<file path="src/rtl/cacp_pkg.sv">
// constants shared by the counter array compare and pwm block
package cacp_pkg;
    localparam int CH_NUM = 5;
    localparam int CNT_W = 16;
    localparam int DAT_W = 8;

    // register indices; the byte address is four times the index
    localparam logic [7:0] IDX_CNT_HI = 8'h9a;
    localparam logic [7:0] IDX_CNT_LO = 8'h9b;
    localparam logic [7:0] IDX_RUN_IEN = 8'ha1;
    localparam logic [7:0] IDX_CLK_FLAG = 8'ha2;
    localparam logic [7:0] IDX_VAL_HI [CH_NUM] = '{8'h9c, 8'h9e, 8'h91, 8'h93, 8'h95};
    localparam logic [7:0] IDX_VAL_LO [CH_NUM] = '{8'h9d, 8'h9f, 8'h92, 8'h94, 8'h96};
    localparam logic [7:0] IDX_MODE [CH_NUM] = '{8'ha3, 8'ha4, 8'ha5, 8'ha6, 8'ha7};

    // field positions
    localparam int RUN_BIT = 7;
    localparam int IDLE_GATE_BIT = 6;
    localparam int CLK_SEL_LSB = 6;
    localparam int TOG_BIT = 4;
    localparam int MODE_LSB = 0;

    // reset values
    localparam logic [7:0] RST_BYTE = 8'h00;
    localparam logic [15:0] RST_WORD = 16'h0000;

    // clock source divider
    localparam logic [3:0] PRE_DIV12_LAST = 4'hb;
    localparam logic [1:0] PRE_DIV4_LAST = 2'h3;

    typedef enum logic [1:0] {
        CACP_CLK_SYS,
        CACP_CLK_DIV4,
        CACP_CLK_DIV12,
        CACP_CLK_EXT
    } cacp_clk_sel_t;

    typedef enum logic [2:0] {
        CACP_MODE_OFF,
        CACP_MODE_CAP_RISE,
        CACP_MODE_CAP_FALL,
        CACP_MODE_CAP_BOTH,
        CACP_MODE_TIMER,
        CACP_MODE_HSO,
        CACP_MODE_PWM8,
        CACP_MODE_PWM16
    } cacp_mode_t;

    typedef enum logic [1:0] {
        CACP_BUS_IDLE,
        CACP_BUS_RD_WAIT
    } cacp_bus_state_t;
endpackage

</file>
<file path="src/rtl/cacp_top.sv">
// counter array: shared counter, high-speed toggle and pwm channels, ahb-lite registers
`timescale 1ns/1ps

// How it works
// - in toggle mode the pin toggles whenever the counter reaches the channel value
// - each toggle match inverts the channel toggle bit and drives it onto the pin
// - toggle bit written one is cleared by the match, left alone it sets again
// - 8-bit pwm uses only the low value byte; the high byte is ignored
// - 8-bit pwm with low byte zero keeps the pin low
// - 8-bit pwm period is 256 counter ticks; source sys, /4, /12 or external
// - clearing the run bit stops pwm and holds the pin low
// - 16-bit pwm uses the whole value; zero keeps the pin low
// - 16-bit pwm period is 65536 counter ticks from the same sources
// - all five channels are configured on their own and may all run pwm
// - the shared counter advances only while the run bit is set
// - idle gate bit one stops the counter while the processor idles
// - each channel has an interrupt enable bit in control register 1
// - control register 2 holds clock select and five flags, reset zero
// - mode field decodes off, three captures, timer, toggle, pwm8, pwm16
// - external source counts each falling edge of the external count pin
module cacp_top
    import cacp_pkg::*;
(
    input wire logic hclk,
    input wire logic hresetn,
    input wire logic hsel,
    input wire logic [31:0] haddr,
    input wire logic [1:0] htrans,
    input wire logic hwrite,
    input wire logic [2:0] hsize,
    input wire logic [31:0] hwdata,
    input wire logic hready,
    output logic hreadyout,
    output logic hresp,
    output logic [31:0] hrdata,
    input wire logic cpu_idle,
    input wire logic external_count_pin,
    output logic [CH_NUM-1:0] channel_pin,
    output logic channel_irq
);

    // ****************************************
    // bus slave
    // ****************************************
    cacp_bus_state_t bus_state_r;
    logic wr_pend_r;
    logic [7:0] wr_idx_r;
    logic [7:0] rd_idx_r;
    logic hreadyout_r;
    logic [31:0] hrdata_r;
    logic hresp_r;
    logic addr_ok;
    logic wr_en;
    logic [7:0] wr_byte;
    logic [7:0] rd_byte;

    assign addr_ok = hsel && htrans[1] && hready;
    assign wr_en = wr_pend_r && hready;
    assign wr_byte = hwdata[7:0];

    function automatic logic hit(input logic [7:0] idx, input logic [7:0] target);
        hit = (idx == target);
    endfunction

    // reads take one wait state so a write just before is seen
    always_ff @(posedge hclk or negedge hresetn) begin
        if (!hresetn) begin
            bus_state_r <= CACP_BUS_IDLE;
            hreadyout_r <= 1'b1;
            rd_idx_r <= RST_BYTE;
        end else begin
            case (bus_state_r)
                CACP_BUS_IDLE: begin
                    if (addr_ok && !hwrite) begin
                        bus_state_r <= CACP_BUS_RD_WAIT;
                        hreadyout_r <= 1'b0;
                        rd_idx_r <= haddr[9:2];
                    end
                end
                default: begin
                    bus_state_r <= CACP_BUS_IDLE;
                    hreadyout_r <= 1'b1;
                end
            endcase
        end
    end

    always_ff @(posedge hclk or negedge hresetn) begin
        if (!hresetn) begin
            wr_pend_r <= 1'b0;
            wr_idx_r <= RST_BYTE;
        end else if (hready) begin
            wr_pend_r <= addr_ok && hwrite;
            wr_idx_r <= haddr[9:2];
        end
    end

    always_ff @(posedge hclk or negedge hresetn) begin
        if (!hresetn) begin
            hrdata_r <= 32'h0000_0000;
            hresp_r <= 1'b0;
        end else begin
            hresp_r <= 1'b0;
            if (bus_state_r == CACP_BUS_RD_WAIT) begin
                hrdata_r <= {24'h00_0000, rd_byte};
            end
        end
    end

    assign hreadyout = hreadyout_r;
    assign hresp = hresp_r;
    assign hrdata = hrdata_r;

    // ****************************************
    // control registers
    // ****************************************
    logic run_r;
    logic idle_gate_r;
    logic [CH_NUM-1:0] ien_r;
    cacp_clk_sel_t clk_sel_r;
    logic [CH_NUM-1:0] flag_r;
    logic [CH_NUM-1:0] flag_nxt;
    logic [CH_NUM-1:0] hso_match;
    logic irq_r;

    always_ff @(posedge hclk or negedge hresetn) begin
        if (!hresetn) begin
            run_r <= 1'b0;
            idle_gate_r <= 1'b0;
            ien_r <= '0;
        end else if (wr_en && hit(wr_idx_r, IDX_RUN_IEN)) begin
            run_r <= wr_byte[RUN_BIT];
            idle_gate_r <= wr_byte[IDLE_GATE_BIT];
            ien_r <= wr_byte[CH_NUM-1:0];
        end
    end

    // a match in the same cycle as a software clear keeps the flag set
    always_comb begin
        flag_nxt = flag_r;
        if (wr_en && hit(wr_idx_r, IDX_CLK_FLAG)) begin
            flag_nxt = wr_byte[CH_NUM-1:0];
        end
        flag_nxt = flag_nxt | hso_match;
    end

    always_ff @(posedge hclk or negedge hresetn) begin
        if (!hresetn) begin
            clk_sel_r <= CACP_CLK_SYS;
            flag_r <= '0;
        end else begin
            flag_r <= flag_nxt;
            if (wr_en && hit(wr_idx_r, IDX_CLK_FLAG)) begin
                clk_sel_r <= cacp_clk_sel_t'(wr_byte[CLK_SEL_LSB+:2]);
            end
        end
    end

    always_ff @(posedge hclk or negedge hresetn) begin
        if (!hresetn) begin
            irq_r <= 1'b0;
        end else begin
            irq_r <= |(flag_r & ien_r);
        end
    end

    assign channel_irq = irq_r;

    // ****************************************
    // counter clock source and shared counter
    // ****************************************
    logic [3:0] pre_cnt_r;
    logic ext_s1_r;
    logic ext_s2_r;
    logic ext_s3_r;
    logic ext_fall;
    logic src_tick;
    logic cnt_tick;
    logic [CNT_W-1:0] cnt_r;
    logic [CNT_W-1:0] cnt_inc;

    always_ff @(posedge hclk or negedge hresetn) begin
        if (!hresetn) begin
            pre_cnt_r <= 4'h0;
        end else if (pre_cnt_r == PRE_DIV12_LAST) begin
            pre_cnt_r <= 4'h0;
        end else begin
            pre_cnt_r <= pre_cnt_r + 4'h1;
        end
    end

    // ext_s1_r only feeds ext_s2_r; edge detection uses later stages
    always_ff @(posedge hclk or negedge hresetn) begin
        if (!hresetn) begin
            ext_s1_r <= 1'b1;
            ext_s2_r <= 1'b1;
            ext_s3_r <= 1'b1;
        end else begin
            ext_s1_r <= external_count_pin;
            ext_s2_r <= ext_s1_r;
            ext_s3_r <= ext_s2_r;
        end
    end

    assign ext_fall = ext_s3_r && !ext_s2_r;

    always_comb begin
        case (clk_sel_r)
            CACP_CLK_SYS: src_tick = 1'b1;
            CACP_CLK_DIV4: src_tick = (pre_cnt_r[1:0] == PRE_DIV4_LAST);
            CACP_CLK_DIV12: src_tick = (pre_cnt_r == PRE_DIV12_LAST);
            default: src_tick = ext_fall;
        endcase
    end

    assign cnt_tick = src_tick && run_r && !(idle_gate_r && cpu_idle);
    assign cnt_inc = cnt_r + 16'h0001;

    // a software write to the counter takes priority over counting
    always_ff @(posedge hclk or negedge hresetn) begin
        if (!hresetn) begin
            cnt_r <= RST_WORD;
        end else if (wr_en && hit(wr_idx_r, IDX_CNT_HI)) begin
            cnt_r[15:8] <= wr_byte;
        end else if (wr_en && hit(wr_idx_r, IDX_CNT_LO)) begin
            cnt_r[7:0] <= wr_byte;
        end else if (cnt_tick) begin
            cnt_r <= cnt_inc;
        end
    end

    // ****************************************
    // channels
    // ****************************************
    logic [CNT_W-1:0] value_r [CH_NUM];
    cacp_mode_t mode_r [CH_NUM];
    logic [CH_NUM-1:0] tog_r;
    logic [CH_NUM-1:0] pin_r;

    for (genvar c = 0; c < CH_NUM; c++) begin : g_ch
        logic pwm_high;
        logic is_pwm;

        always_ff @(posedge hclk or negedge hresetn) begin
            if (!hresetn) begin
                value_r[c] <= RST_WORD;
            end else if (wr_en && hit(wr_idx_r, IDX_VAL_HI[c])) begin
                value_r[c][15:8] <= wr_byte;
            end else if (wr_en && hit(wr_idx_r, IDX_VAL_LO[c])) begin
                value_r[c][7:0] <= wr_byte;
            end
        end

        always_ff @(posedge hclk or negedge hresetn) begin
            if (!hresetn) begin
                mode_r[c] <= CACP_MODE_OFF;
            end else if (wr_en && hit(wr_idx_r, IDX_MODE[c])) begin
                mode_r[c] <= cacp_mode_t'(wr_byte[MODE_LSB+:3]);
            end
        end

        // match is taken as the counter steps onto the value, so it fires once
        assign hso_match[c] = (mode_r[c] == CACP_MODE_HSO) && cnt_tick && (cnt_inc == value_r[c]);

        // the match wins over a software write in the same cycle
        always_ff @(posedge hclk or negedge hresetn) begin
            if (!hresetn) begin
                tog_r[c] <= 1'b0;
            end else if (hso_match[c]) begin
                tog_r[c] <= !tog_r[c];
            end else if (wr_en && hit(wr_idx_r, IDX_MODE[c])) begin
                tog_r[c] <= wr_byte[TOG_BIT];
            end
        end

        always_comb begin
            if (mode_r[c] == CACP_MODE_PWM8) begin
                pwm_high = (cnt_r[7:0] < value_r[c][7:0]);
            end else begin
                pwm_high = (cnt_r < value_r[c]);
            end
        end

        assign is_pwm = (mode_r[c] == CACP_MODE_PWM8) || (mode_r[c] == CACP_MODE_PWM16);

        always_ff @(posedge hclk or negedge hresetn) begin
            if (!hresetn) begin
                pin_r[c] <= 1'b0;
            end else if (mode_r[c] == CACP_MODE_HSO) begin
                pin_r[c] <= hso_match[c] ? !tog_r[c] : tog_r[c];
            end else if (is_pwm) begin
                pin_r[c] <= run_r && pwm_high;
            end else begin
                pin_r[c] <= 1'b0;
            end
        end

    end

    assign channel_pin = pin_r;

    // ****************************************
    // register read mux
    // ****************************************
    always_comb begin
        rd_byte = RST_BYTE;
        if (hit(rd_idx_r, IDX_CNT_HI)) begin
            rd_byte = cnt_r[15:8];
        end else if (hit(rd_idx_r, IDX_CNT_LO)) begin
            rd_byte = cnt_r[7:0];
        end else if (hit(rd_idx_r, IDX_RUN_IEN)) begin
            rd_byte = {run_r, idle_gate_r, 1'b0, ien_r};
        end else if (hit(rd_idx_r, IDX_CLK_FLAG)) begin
            rd_byte = {clk_sel_r, 1'b0, flag_r};
        end else begin
            for (int i = 0; i < CH_NUM; i++) begin
                if (hit(rd_idx_r, IDX_VAL_HI[i])) begin
                    rd_byte = value_r[i][15:8];
                end
                if (hit(rd_idx_r, IDX_VAL_LO[i])) begin
                    rd_byte = value_r[i][7:0];
                end
                if (hit(rd_idx_r, IDX_MODE[i])) begin
                    rd_byte = {3'b000, tog_r[i], 1'b0, mode_r[i]};
                end
            end
        end
    end

    // ****************************************
    // block checks
    // ****************************************
    logic cnt_wr;
    assign cnt_wr = wr_en && (hit(wr_idx_r, IDX_CNT_HI) || hit(wr_idx_r, IDX_CNT_LO));
endmodule

</file>
<file path="config.mk">
export PLATFORM = sky130hd
export DESIGN_NAME = cacp_top
export DESIGN_NICKNAME = d
export VERILOG_FILES = /design/src/rtl/cacp_pkg.sv /design/src/rtl/cacp_top.sv
export SDC_FILE = /design/constraint.sdc
export NUM_CORES = 1
export LEC_CHECK = 0
export BUFFER_PORTS_ARGS = -buffer_cell sky130_fd_sc_hd__buf_2
export CORE_MARGIN = 8
export CORE_UTILIZATION = 25
export CTS_BUF_LIST = sky130_fd_sc_hd__clkbuf_8
export CTS_CLUSTER_SIZE = 40
export DETAILED_ROUTE_END_ITERATION = 10
export GPL_ROUTABILITY_DRIVEN = 0
export GPL_TIMING_DRIVEN = 0
export SKIP_CTS_REPAIR_TIMING = 1
export SYNTH_ARGS = -nofsm -noshare
export SYNTH_HDL_FRONTEND = slang
export SYNTH_SLANG_ARGS = --single-unit
</file>
<file path="constraint.sdc">
create_clock -name hclk -period 3.9 [get_ports hclk]
set_input_delay 0.39 -clock hclk [delete_from_list [all_inputs] [get_ports hclk]]
set_output_delay 0.39 -clock hclk [all_outputs]
set_load 0.05 [all_outputs]
</file>
==> results of run 1 <==
[registers in the layout (all words and copies together) (netlist names), 2 cells and up]
signal / cells
tog_r: 5
mode_r: 15
ien_r: 5
wr_idx_r: 8
channel_pin: 5
hrdata: 8
cnt_r: 16
rd_idx_r: 8
pre_cnt_r: 4
value_r: 80
clk_sel_r: 2
flag_r: 5
[cell usage after synthesis (13+ instances only)]
cell,n
xor2_1,16
a221oi_1,14
nor2b_1,13
nand2b_1,14
o21ai_0,121
inv_1,94
nand4_1,22
ha_1,82
xnor2_1,69
nor2_1,82
nand3_1,34
buf_4,30
a21oi_1,85
mux2_2,54
a21o_1,14
nand2_1,159
a31oi_1,18
dfrtp_1,166
clkbuf_1,48
[power groups by stage]
stage               Combinational, W  Clock, W  Sequential (W)
floorplan                   0.000428         0         0.00200
global placement            0.000724         0         0.00197
detailed placement          0.000740         0         0.00198
CTS                         0.000744   0.00138         0.00194
global route                0.000814   0.00144         0.00196
finish                      0.000760   0.00137         0.00195
[worst max-delay path: cells and delay by family, from the launching register on]
kind	cells	cell delay, ns
flops	1	0.59
simple gates	4	1.82
xor+xnor	3	0.50
fa+ha+maj	1	0.18
buf+inv	2	0.41
compound gates	1	0.21
[logic make-up (layout without fill, tap and decap cells)]
logic type	count (synthesis)	in the layout	share of synthesized area (%)
AO/OA/AOI/OAI	370	370	19.0
XOR/XNOR	91	91	7.18
adder cells (fa/ha/maj)	82	82	8.28
buffers and inverters	192	267	6.89
flip-flops	170	170	34.4
multiplexers	68	68	6.55
other	1	25	0.0303
AND/OR/NAND/NOR	422	422	17.7
[metrics by stage]
step                      util [%]  setup WS [ns]
after global routing          28.6         0.0114
after CTS                     28.4         -0.432
after global placement        27.5         -0.342
after floorplan                  -          0.510
after detailed placement      27.6         -0.388
final                         28.6         0.0593
[final cells by class]
cell class,instances,area share [%]
well taps,664,5.93
inverters,96,2.57
clock inverters,15,1.20
plain buffers,96,3.54
clock buffers,17,1.67
flip-flops and latches,170,30.4
repair buffers,43,1.95
multi-input cells,1058,52.7
[layer usage]
metal / up-vias / GRT usage, % / share of wire [%]
li1: 5155 / - / -
met1: 5655 / 21.8 / 41
met2: 793 / 25.7 / 44
met3: 145 / 4.73 / 11
met4: 0 / 7.05 / 4.4
met5: - / 0 / 0
[path summary, 6_finish.rpt]
path | endpoint | depth (start not counted)
min reg2reg | ext_s3_r$_DFF_PN1_ | 0
min in group asynchronous | value_r[2]$_DFFE_PN0P_ | 2
max reg2reg | channel_pin[2]$_DFF_PN0_ | 11
min | rd_idx_r[6]$_DFFE_PN0P_ | 3
max in group asynchronous | cnt_r[1]$_DFFE_PN0P_ | 3
max | channel_pin[2]$_DFF_PN0_ | 11
==> summary.txt, run 1 <==
STA
  • Final Max Slew Viols: 0
  • Max-slew headroom: 19.0%
  • Worst-margin pin slew: 1.21 ns
  • Total negative slack: 0 ns
  • Final hold violations: 0
  • Clock Skew: 0.0232 ns
  • Fmax achieved: 260 MHz
  • Ratio of final minimum period to clock period: 98.5%
  • RSZ-0062 raised after global routing: no
  • Hold WS: 0.108 ns
  • Tmin final: 3.84 ns
  • Final setup violating endpoints: 0

Power
  • Clock power share: 33.6%
  • Net Switching: 0.00144 W
  • Cell Int Power: 0.00264 W
  • Power Density: 291 nW/um^2
  • Tot Pwr: 0.00408 W
  • Seq pwr share: 47.8%
  • VDD IR max: 0.000272 V
  • P_leak: 6.10 nW
  • Logic pwr share: 18.6%
  • Net Sw Frac: 35.2%

Worst setup path
  • Max stage delay on crit path: 0.62 ns
  • R2r startpoint: cnt_r[1]$_DFFE_PN0P_
  • Worst setup path class: reg -> reg
  • Critical path arrival: 4.23 ns
  • Critical Path Source Type: flop
  • Slack of the worst reg-to-reg path: 0.06 ns
  • CP max stage cell: or4_4
  • Req. time, crit path: 4.28 ns
  • Crit-path cells: ha_1 > buf_2 > nand3_2 > nor4_4 > buf_4 > xnor2_4 > xnor2_1 > or4_1 > or4_4 > xor2_1 > o22ai_2
  • Worst-path fanout max: 12
  • CP startpoint: cnt_r[1]$_DFFE_PN0P_
  • Crit. End Element: flop

Detailed routing
  • DRT Pass-1 Iters: 5
  • Drc violations: 0
  • Final WL: 48900 um
  • Drt wl/cell: 22.6 um
  • Routed via count: 11700
  • Drt first-iter violations: 1462
  • Routed vias/inst: 5.44
  • DRT antenna net count: 0

Placed design
  • DP Cell Count: 2119
  • DPL Wire Length: 37900 um
  • Post-Place Cell Area: 13500 um^2
  • I/O Buffers: 34

Synthesis
  • Synth unique cells: 89
  • Mapped Area: 12400 um^2
  • Synth Flop Type: dfrtp_1
  • Cell taking the most area after synthesis: dfrtp_1
  • Async SR Flop Fraction: 100%
  • EDFF count, synth: 0
  • Area contributors post-synth: dfrtp_1 34%, ha_1 8.3%, mux2_2 4.9%
  • Synth Register Bits: 170
  • Share of the synthesized area in the top cell type: 33.5%
  • Sequential-to-total area share from yosys stat: 34.4%
  • Number of synthesis warnings: 0
  • Synth Instances: 1396
  • Avg Cell Area, Syn: 8.88 um^2

Layout
  • Commonest cells after routing, fill and taps aside: 164 x dfrtp_1, 159 x nand2_1, 121 x o21ai_0
  • Final Net Count: 1640
  • Register area: 4260 um^2
  • Final Non-Filler Cells: 2159
  • Fillers: 5181
  • Area of the multi-input gates: 7390 um^2
  • N_diodes: 0
  • Most common cell after layout, fill and taps aside: dfrtp_1
  • Post-route cell area: 14000 um^2
  • Share of cells above drive strength 1: 14.8%
  • Layout area overhead: 13.1%

Clocking
  • CTS tree: built
  • CTS Root Cell: clkbuf_8
  • Max Root-Sink Buffers: 2
  • CTS sink count: 170
  • Clk_lat worst skew: 0.50 ns
  • TritonCTS buffer count: 17
  • Clock input transition at the sequential cells of the worst setup and hold paths: 0.11 ns
  • H-tree lvl count: 4

Hold path
  • Hold crit path type: in -> reg
  • Min-Delay Startpoint: haddr[8]

Status
  • Status: completed

Run
  • Max-cap violation count: 0

Floorplanning
  • I/O pin count: 116
  • Initial Utilization: 25.3%
  • Row cnt: 81
  • Die height: 239 um
  • Chip width: 239 um
  • Core footprint: 49000 um^2
  • Die area: 56900 um^2

Global routing
  • Largest net degree at the start of global routing: 108
  • Initial antenna violation count: 0
  • Global-route wire length before repair: 72300 um
  • Grt total ovfl: 0
  • Vias in the first global route: 11000
  • Global-route usage over all layers: 16.8%
(Power assumes the default switching activity.)
==> inputs of run 2 (changes only) <==
==> constraint.sdc (replaced) <==
create_clock -name hclk -period 3.9 [get_ports hclk]
set_input_delay 0.585 -clock hclk [delete_from_list [all_inputs] [get_ports hclk]]
set_output_delay 0.585 -clock hclk [all_outputs]
set_load 0.05 [all_outputs]
==> summary.txt, run 2 (synthesis results as in run 1) <==
Status
  • Status: completed

STA
  • RSZ-0062 raised after global routing: no
  • Worst-margin pin slew: 1.20 ns (-0.00948 ns)
  • Final setup violating endpoints: 0 (unchanged)
  • Total negative slack: 0 ns (unchanged)
  • Final Max Slew Viols: 0 (unchanged)
  • Fmax achieved: 258 MHz (-0.79%)
  • Clock Skew: 0.0222 ns (-0.00103 ns)
  • Tmin final: 3.87 ns (+0.0306 ns)
  • Ratio of final minimum period to clock period: 99.3% (+0.79 points)
  • Final WS setup: 0.0286 ns (-0.0306 ns)
  • Final hold violations: 0 (unchanged)
  • Hold WS: 0.0201 ns (-0.0877 ns)
  • Max-slew headroom: 19.6% (+0.64 points)

Worst setup path
  • Crit-path cells: buf_2 > inv_2 > buf_4 > nor2_1 > xnor2_1 > o211ai_1 > or4_1 > or4_4 > xor2_1 > o22ai_2
  • Bufs and invs on worst path: 3 (+1)
  • CP max stage cell: dfrtp_1
  • Worst setup path class: reg -> reg
  • Crit. End Element: flop
  • Req. time, crit path: 4.27 ns (about the same)
  • Critical path arrival: 4.24 ns (about the same)
  • Max stage delay on crit path: 0.72 ns (+0.10 ns)
  • Worst-path fanout max: 10 (-2)
  • Critical Path Source Type: flop
  • Critical path's top delay family: simple AND/OR/NAND/NOR gates

Clocking
  • CTS sink count: 170 (unchanged)
  • Max Root-Sink Buffers: 2 (unchanged)
  • CTS Root Cell: clkbuf_8
  • Clock input transition at the sequential cells of the worst setup and hold paths: 0.12 ns (about the same)
  • Clk_lat worst skew: 0.50 ns (about the same)
  • H-tree lvl count: 4 (unchanged)
  • TritonCTS buffer count: 17 (unchanged)
  • CTS tree: built

Layout
  • Biggest register: value_r
  • Regs by FF count: value_r x80, cnt_r x16, mode_r x15
  • N_diodes: 0 (unchanged)
  • Share of cells above drive strength 1: 14.8% (+0.020 points)
  • Final Non-Filler Cells: 2157 (-0.093%)
  • Register area: 4260 um^2 (unchanged)
  • Commonest cells after routing, fill and taps aside: 164 x dfrtp_1, 159 x nand2_1, 121 x o21ai_0
  • Area of the multi-input gates: 7390 um^2 (unchanged)
  • Fillers: 5183 (+0.039%)
  • Final Net Count: 1638 (-0.12%)
  • Layout area overhead: 12.9%
  • Max FFs per register: 80 (unchanged)
  • Most common cell after layout, fill and taps aside: dfrtp_1
  • Post-route cell area: 14000 um^2 (-0.14%)

Global routing
  • Grt total ovfl: 0 (unchanged)
  • Largest net degree at the start of global routing: 108 (unchanged)
  • Initial antenna violation count: 0 (unchanged)
  • Global-route usage over all layers: 16.8% (unchanged)
  • Vias in the first global route: 11000 (unchanged)
  • Global-route wire length before repair: 72300 um (unchanged)

Power
  • Power Density: 291 nW/um^2 (about the same)
  • VDD IR max: 0.000272 V (about the same)
  • P_leak: 6.09 nW (-0.14%)

Floorplanning
  • I/O pin count: 116 (unchanged)
  • Core footprint: 49000 um^2 (unchanged)
  • Chip width: 239 um (unchanged)
  • Initial Utilization: 25.3% (unchanged)
  • Die area: 56900 um^2 (unchanged)
  • Row cnt: 81 (unchanged)
  • Die height: 239 um (unchanged)

Placed design
  • Post-Place Cell Area: 13500 um^2 (unchanged)
  • DPL Wire Length: 37900 um (unchanged)
  • I/O Buffers: 34 (unchanged)
  • Setup WS pre-CTS: -0.388 ns (unchanged)
  • DP Cell Count: 2119 (unchanged)

Detailed routing
  • DRT antenna net count: 0 (unchanged)
  • Routed via count: 11800 (+0.49%)
  • Drt wl/cell: 22.6 um (about the same)
  • Routed vias/inst: 5.47 (+0.59%)
  • Drc violations: 0 (unchanged)
  • DRT Pass-1 Iters: 6 (+1)
  • Final WL: 48800 um (-0.17%)
  • Drt first-iter violations: 1554 (+6.3%)

Hold path
  • Hold crit path type: in -> async

Run
  • Max-cap violation count: 0 (unchanged)
run 2: final cells by class:
class | instances | area share [%]
multi-input combinational | 1058 | 52.8
sequential | 170 | 30.5
tap | 664 | 5.94
buffer | 96 | 3.54
inverter | 96 | 2.57
timing repair buffer | 41 | 1.81
clock buffer | 17 | 1.67
clock inverter | 15 | 1.20
run 2: worst paths after layout:
check	start	end	slack (ns)	cells past startpoint
max	cnt_r[5]$_DFFE_PN0P_	channel_pin[2]$_DFF_PN0_	0.03	10
min	hresetn	mode_r[3]$_DFFE_PN0P_	0.02	1
max reg2reg	cnt_r[5]$_DFFE_PN0P_	channel_pin[2]$_DFF_PN0_	0.03	10
min reg2reg	ext_s2_r$_DFF_PN1_	ext_s3_r$_DFF_PN1_	0.37	0
max in group asynchronous	hresetn	cnt_r[1]$_DFFE_PN0P_	2.92	2
min in group hclk	external_count_pin	ext_s1_r$_DFF_PN1_	0.17	1
run 2: per-layer routing:
layer	up-vias	routed length [um]	track usage (%)
met5	-	0	0
met4	0	2400	7.05
met3	181	5380	4.73
met2	795	21200	25.7
met1	5684	19800	21.8
li1	5146	-	-
run 2: per-stage QoR:
step,util (%),power (W)
2_1_floorplan,-,0.00243
5_1_grt,28.6,0.00421
6_report,28.6,0.00407
3_5_place_dp,27.6,0.00272
4_1_cts,28.4,0.00406
3_3_place_gp,27.5,0.00270
run 2: power breakdown:
group	leakage (nW)	switching (W)	internal [W]	total, W
Combinational	3.84	0.000539	0.000220	0.000759
Sequential	2.04	0.000111	0.00184	0.00195
Clock	0.202	0.000781	0.000585	0.00137
Total	6.09	0.00143	0.00264	0.00407
==> inputs of run 3 (changes only) <==
--- a/config.mk
+++ b/config.mk
@@ -13,6 +13,7 @@
 export DETAILED_ROUTE_END_ITERATION = 10
 export GPL_ROUTABILITY_DRIVEN = 0
 export GPL_TIMING_DRIVEN = 0
+export PLACE_DENSITY = 0.38
 export SKIP_CTS_REPAIR_TIMING = 1
 export SYNTH_ARGS = -nofsm -noshare
 export SYNTH_HDL_FRONTEND = slang
==> summary.txt, run 3 (synthesis results as in run 1) <==
STA
  • Ratio of final minimum period to clock period: 97.9% (-1.4 points)
  • Final Max Slew Viols: 0 (unchanged)
  • Final WS setup: 0.0815 ns (+0.0529 ns)
  • Max-slew headroom: 3.81% (-16 points)
  • Tmin final: 3.82 ns (-0.0529 ns)
  • Final hold violations: 0 (unchanged)
  • Hold WS: 0.0978 ns (+0.0777 ns)
  • Final setup violating endpoints: 0 (unchanged)
  • Fmax achieved: 262 MHz (+1.4%)
  • Clock Skew: 0.0204 ns (-0.00176 ns)
  • Worst-margin pin slew: 1.43 ns (+0.235 ns)
  • RSZ-0062 raised after global routing: no

Detailed routing
  • Drt wl/cell: 26.4 um (+17%)
  • DRT antenna net count: 0 (unchanged)
  • Routed via count: 11300 (-4.2%)
  • Routed vias/inst: 5.22 (-4.5%)
  • DRT Pass-1 Iters: 5 (-1)
  • Drc violations: 0 (unchanged)
  • Final WL: 57100 um (+17%)
  • Drt first-iter violations: 1114 (-28%)

Clocking
  • CTS sink count: 170 (unchanged)
  • CTS Root Cell: clkbuf_8
  • Max Root-Sink Buffers: 2 (unchanged)
  • TritonCTS buffer count: 17 (unchanged)
  • H-tree lvl count: 4 (unchanged)
  • Clock input transition at the sequential cells of the worst setup and hold paths: 0.11 ns (about the same)
  • Clk_lat worst skew: 0.57 ns (+0.07 ns)
  • CTS tree: built

Placed design
  • DPL Wire Length: 44700 um (+18%)
  • I/O Buffers: 34 (unchanged)
  • Setup WS pre-CTS: -0.567 ns (-0.179 ns)

Layout
  • Fillers: 5250 (+1.3%)
  • Regs by FF count: value_r x80, cnt_r x16, mode_r x15
  • Max FFs per register: 80 (unchanged)
  • Area of the multi-input gates: 7400 um^2 (+0.15%)
  • Register area: 4270 um^2 (+0.15%)
  • Share of cells above drive strength 1: 15.5% (+0.73 points)
  • Commonest cells after routing, fill and taps aside: 159 x nand2_1, 159 x dfrtp_1, 121 x o21ai_0
  • Layout area overhead: 13.9%
  • Final Net Count: 1645 (+0.43%)
  • Biggest register: value_r

Power
  • P_leak: 6.15 nW (+0.95%)
  • Tot Pwr: 0.00426 W (+4.6%)
  • VDD IR max: 0.000249 V (-8.4%)
  • Power Density: 302 nW/um^2 (+3.7%)

Floorplanning
  • Die height: 239 um (unchanged)
  • Initial Utilization: 25.3% (unchanged)
  • Chip width: 239 um (unchanged)
  • Core footprint: 49000 um^2 (unchanged)
  • Die area: 56900 um^2 (unchanged)
  • I/O pin count: 116 (unchanged)
  • Row cnt: 81 (unchanged)

Global routing
  • Busiest layer in global routing: met2
  • Initial antenna violation count: 2 (+2)
  • Global-route usage over all layers: 20.1% (+3.4 points)
  • Global-route wire length before repair: 82400 um (+14%)
  • GRT met2 Usage: 31.8% (+6.0 points)
  • Grt total ovfl: 0 (unchanged)
  • Largest net degree at the start of global routing: 107 (-0.93%)
  • Vias in the first global route: 11200 (+1.6%)
  • GR Util met3: 3.68% (-1.0 points)
  • Met1 Usage GRT: 27.4% (+5.5 points)

Worst setup path
  • CP max stage cell: or4_4
  • R2R depth: 10 (unchanged)
  • Req. time, crit path: 4.31 ns (+0.04 ns)
  • Slack of the worst reg-to-reg path: 0.08 ns (+0.05 ns)
  • Bufs and invs on worst path: 2 (-1)
  • Crit-path cells: buf_2 > nand4_4 > nor4_4 > buf_4 > xnor2_4 > xnor2_1 > or4_1 > or4_4 > xor2_1 > o22ai_1
  • Crit. End Element: flop
  • Critical Path Source Type: flop
  • Max stage delay on crit path: 0.64 ns (-0.08 ns)
  • Reg2reg end: channel_pin[2]$_DFF_PN0_
  • R2r startpoint: cnt_r[8]$_DFFE_PN0P_
  • Worst setup path class: reg -> reg
  • Worst-path fanout max: 9 (-1)
  • Critical path's top delay family: simple AND/OR/NAND/NOR gates
  • Critical path arrival: 4.23 ns (about the same)

Hold path
  • Hold crit path type: in -> async

Status
  • Status: completed

Run
  • Max-cap violation count: 0 (unchanged)
## run 3: changes by cell type in the layout (fill, tap and decap cells not counted), moves of 2 or more
| cell | previous run | this run |
|---|---|---|
| clkinv_4 | 3 | 1 |
| dfrtp_2 | 1 | 6 |
| bufinv_16 | 2 | 4 |
| clkinv_2 | 3 | 1 |
| inv_6 | 2 | 5 |
| buf_4 | 36 | 43 |
| dfrtp_1 | 164 | 159 |
## run 3: power by group
part           internal [W]  switching (W)
Sequential          0.00184      0.0000976
Combinational      0.000232       0.000574
Clock              0.000712       0.000806
## run 3: final cells by class
class	count	share of cell area (%)
Multi-Input combinational cell	1058	52.4
Sequential cell	170	30.3
Tap cell	664	5.89
Buffer	96	3.51
Inverter	96	2.55
Timing Repair Buffer	48	2.16
Clock buffer	17	1.66
Clock inverter	15	1.50
Antenna cell	1	0.0177
## run 3: worst max-delay path by stage
stage                               startpoint                        to  cells after the start
after CTS                 cnt_r[1]$_DFFE_PN0P_      tog_r[1]$_DFFE_PN0P_                     10
final                     cnt_r[8]$_DFFE_PN0P_  channel_pin[2]$_DFF_PN0_                     10
after global placement                 hresetn   value_r[58]$_DFFE_PN0P_                      1
after global routing      cnt_r[8]$_DFFE_PN0P_  channel_pin[2]$_DFF_PN0_                     10
after detailed placement  cnt_r[1]$_DFFE_PN0P_      tog_r[1]$_DFFE_PN0P_                     10
after floorplan           cnt_r[1]$_DFFE_PN0P_      tog_r[2]$_DFFE_PN0P_                     10
## run 3: metrics by stage
step	setup TNS, ns	std cells	utilization [%]	cell area [um^2]
2_1_floorplan	0	1420	-	12500
3_3_place_gp	-162.48	2118	27.5	13500
3_5_place_dp	-3.82	2119	27.6	13500
4_1_cts	-4.19	2151	28.5	14000
5_1_grt	0	2164	28.8	14100
6_report	0	2165	28.8	14100
## run 3: layer usage
metal,vias to the layer above,share of wire (%)
li1,5165,-
met1,5631,46
met2,441,45
met3,74,6.4
met4,0,2.8
met5,-,0
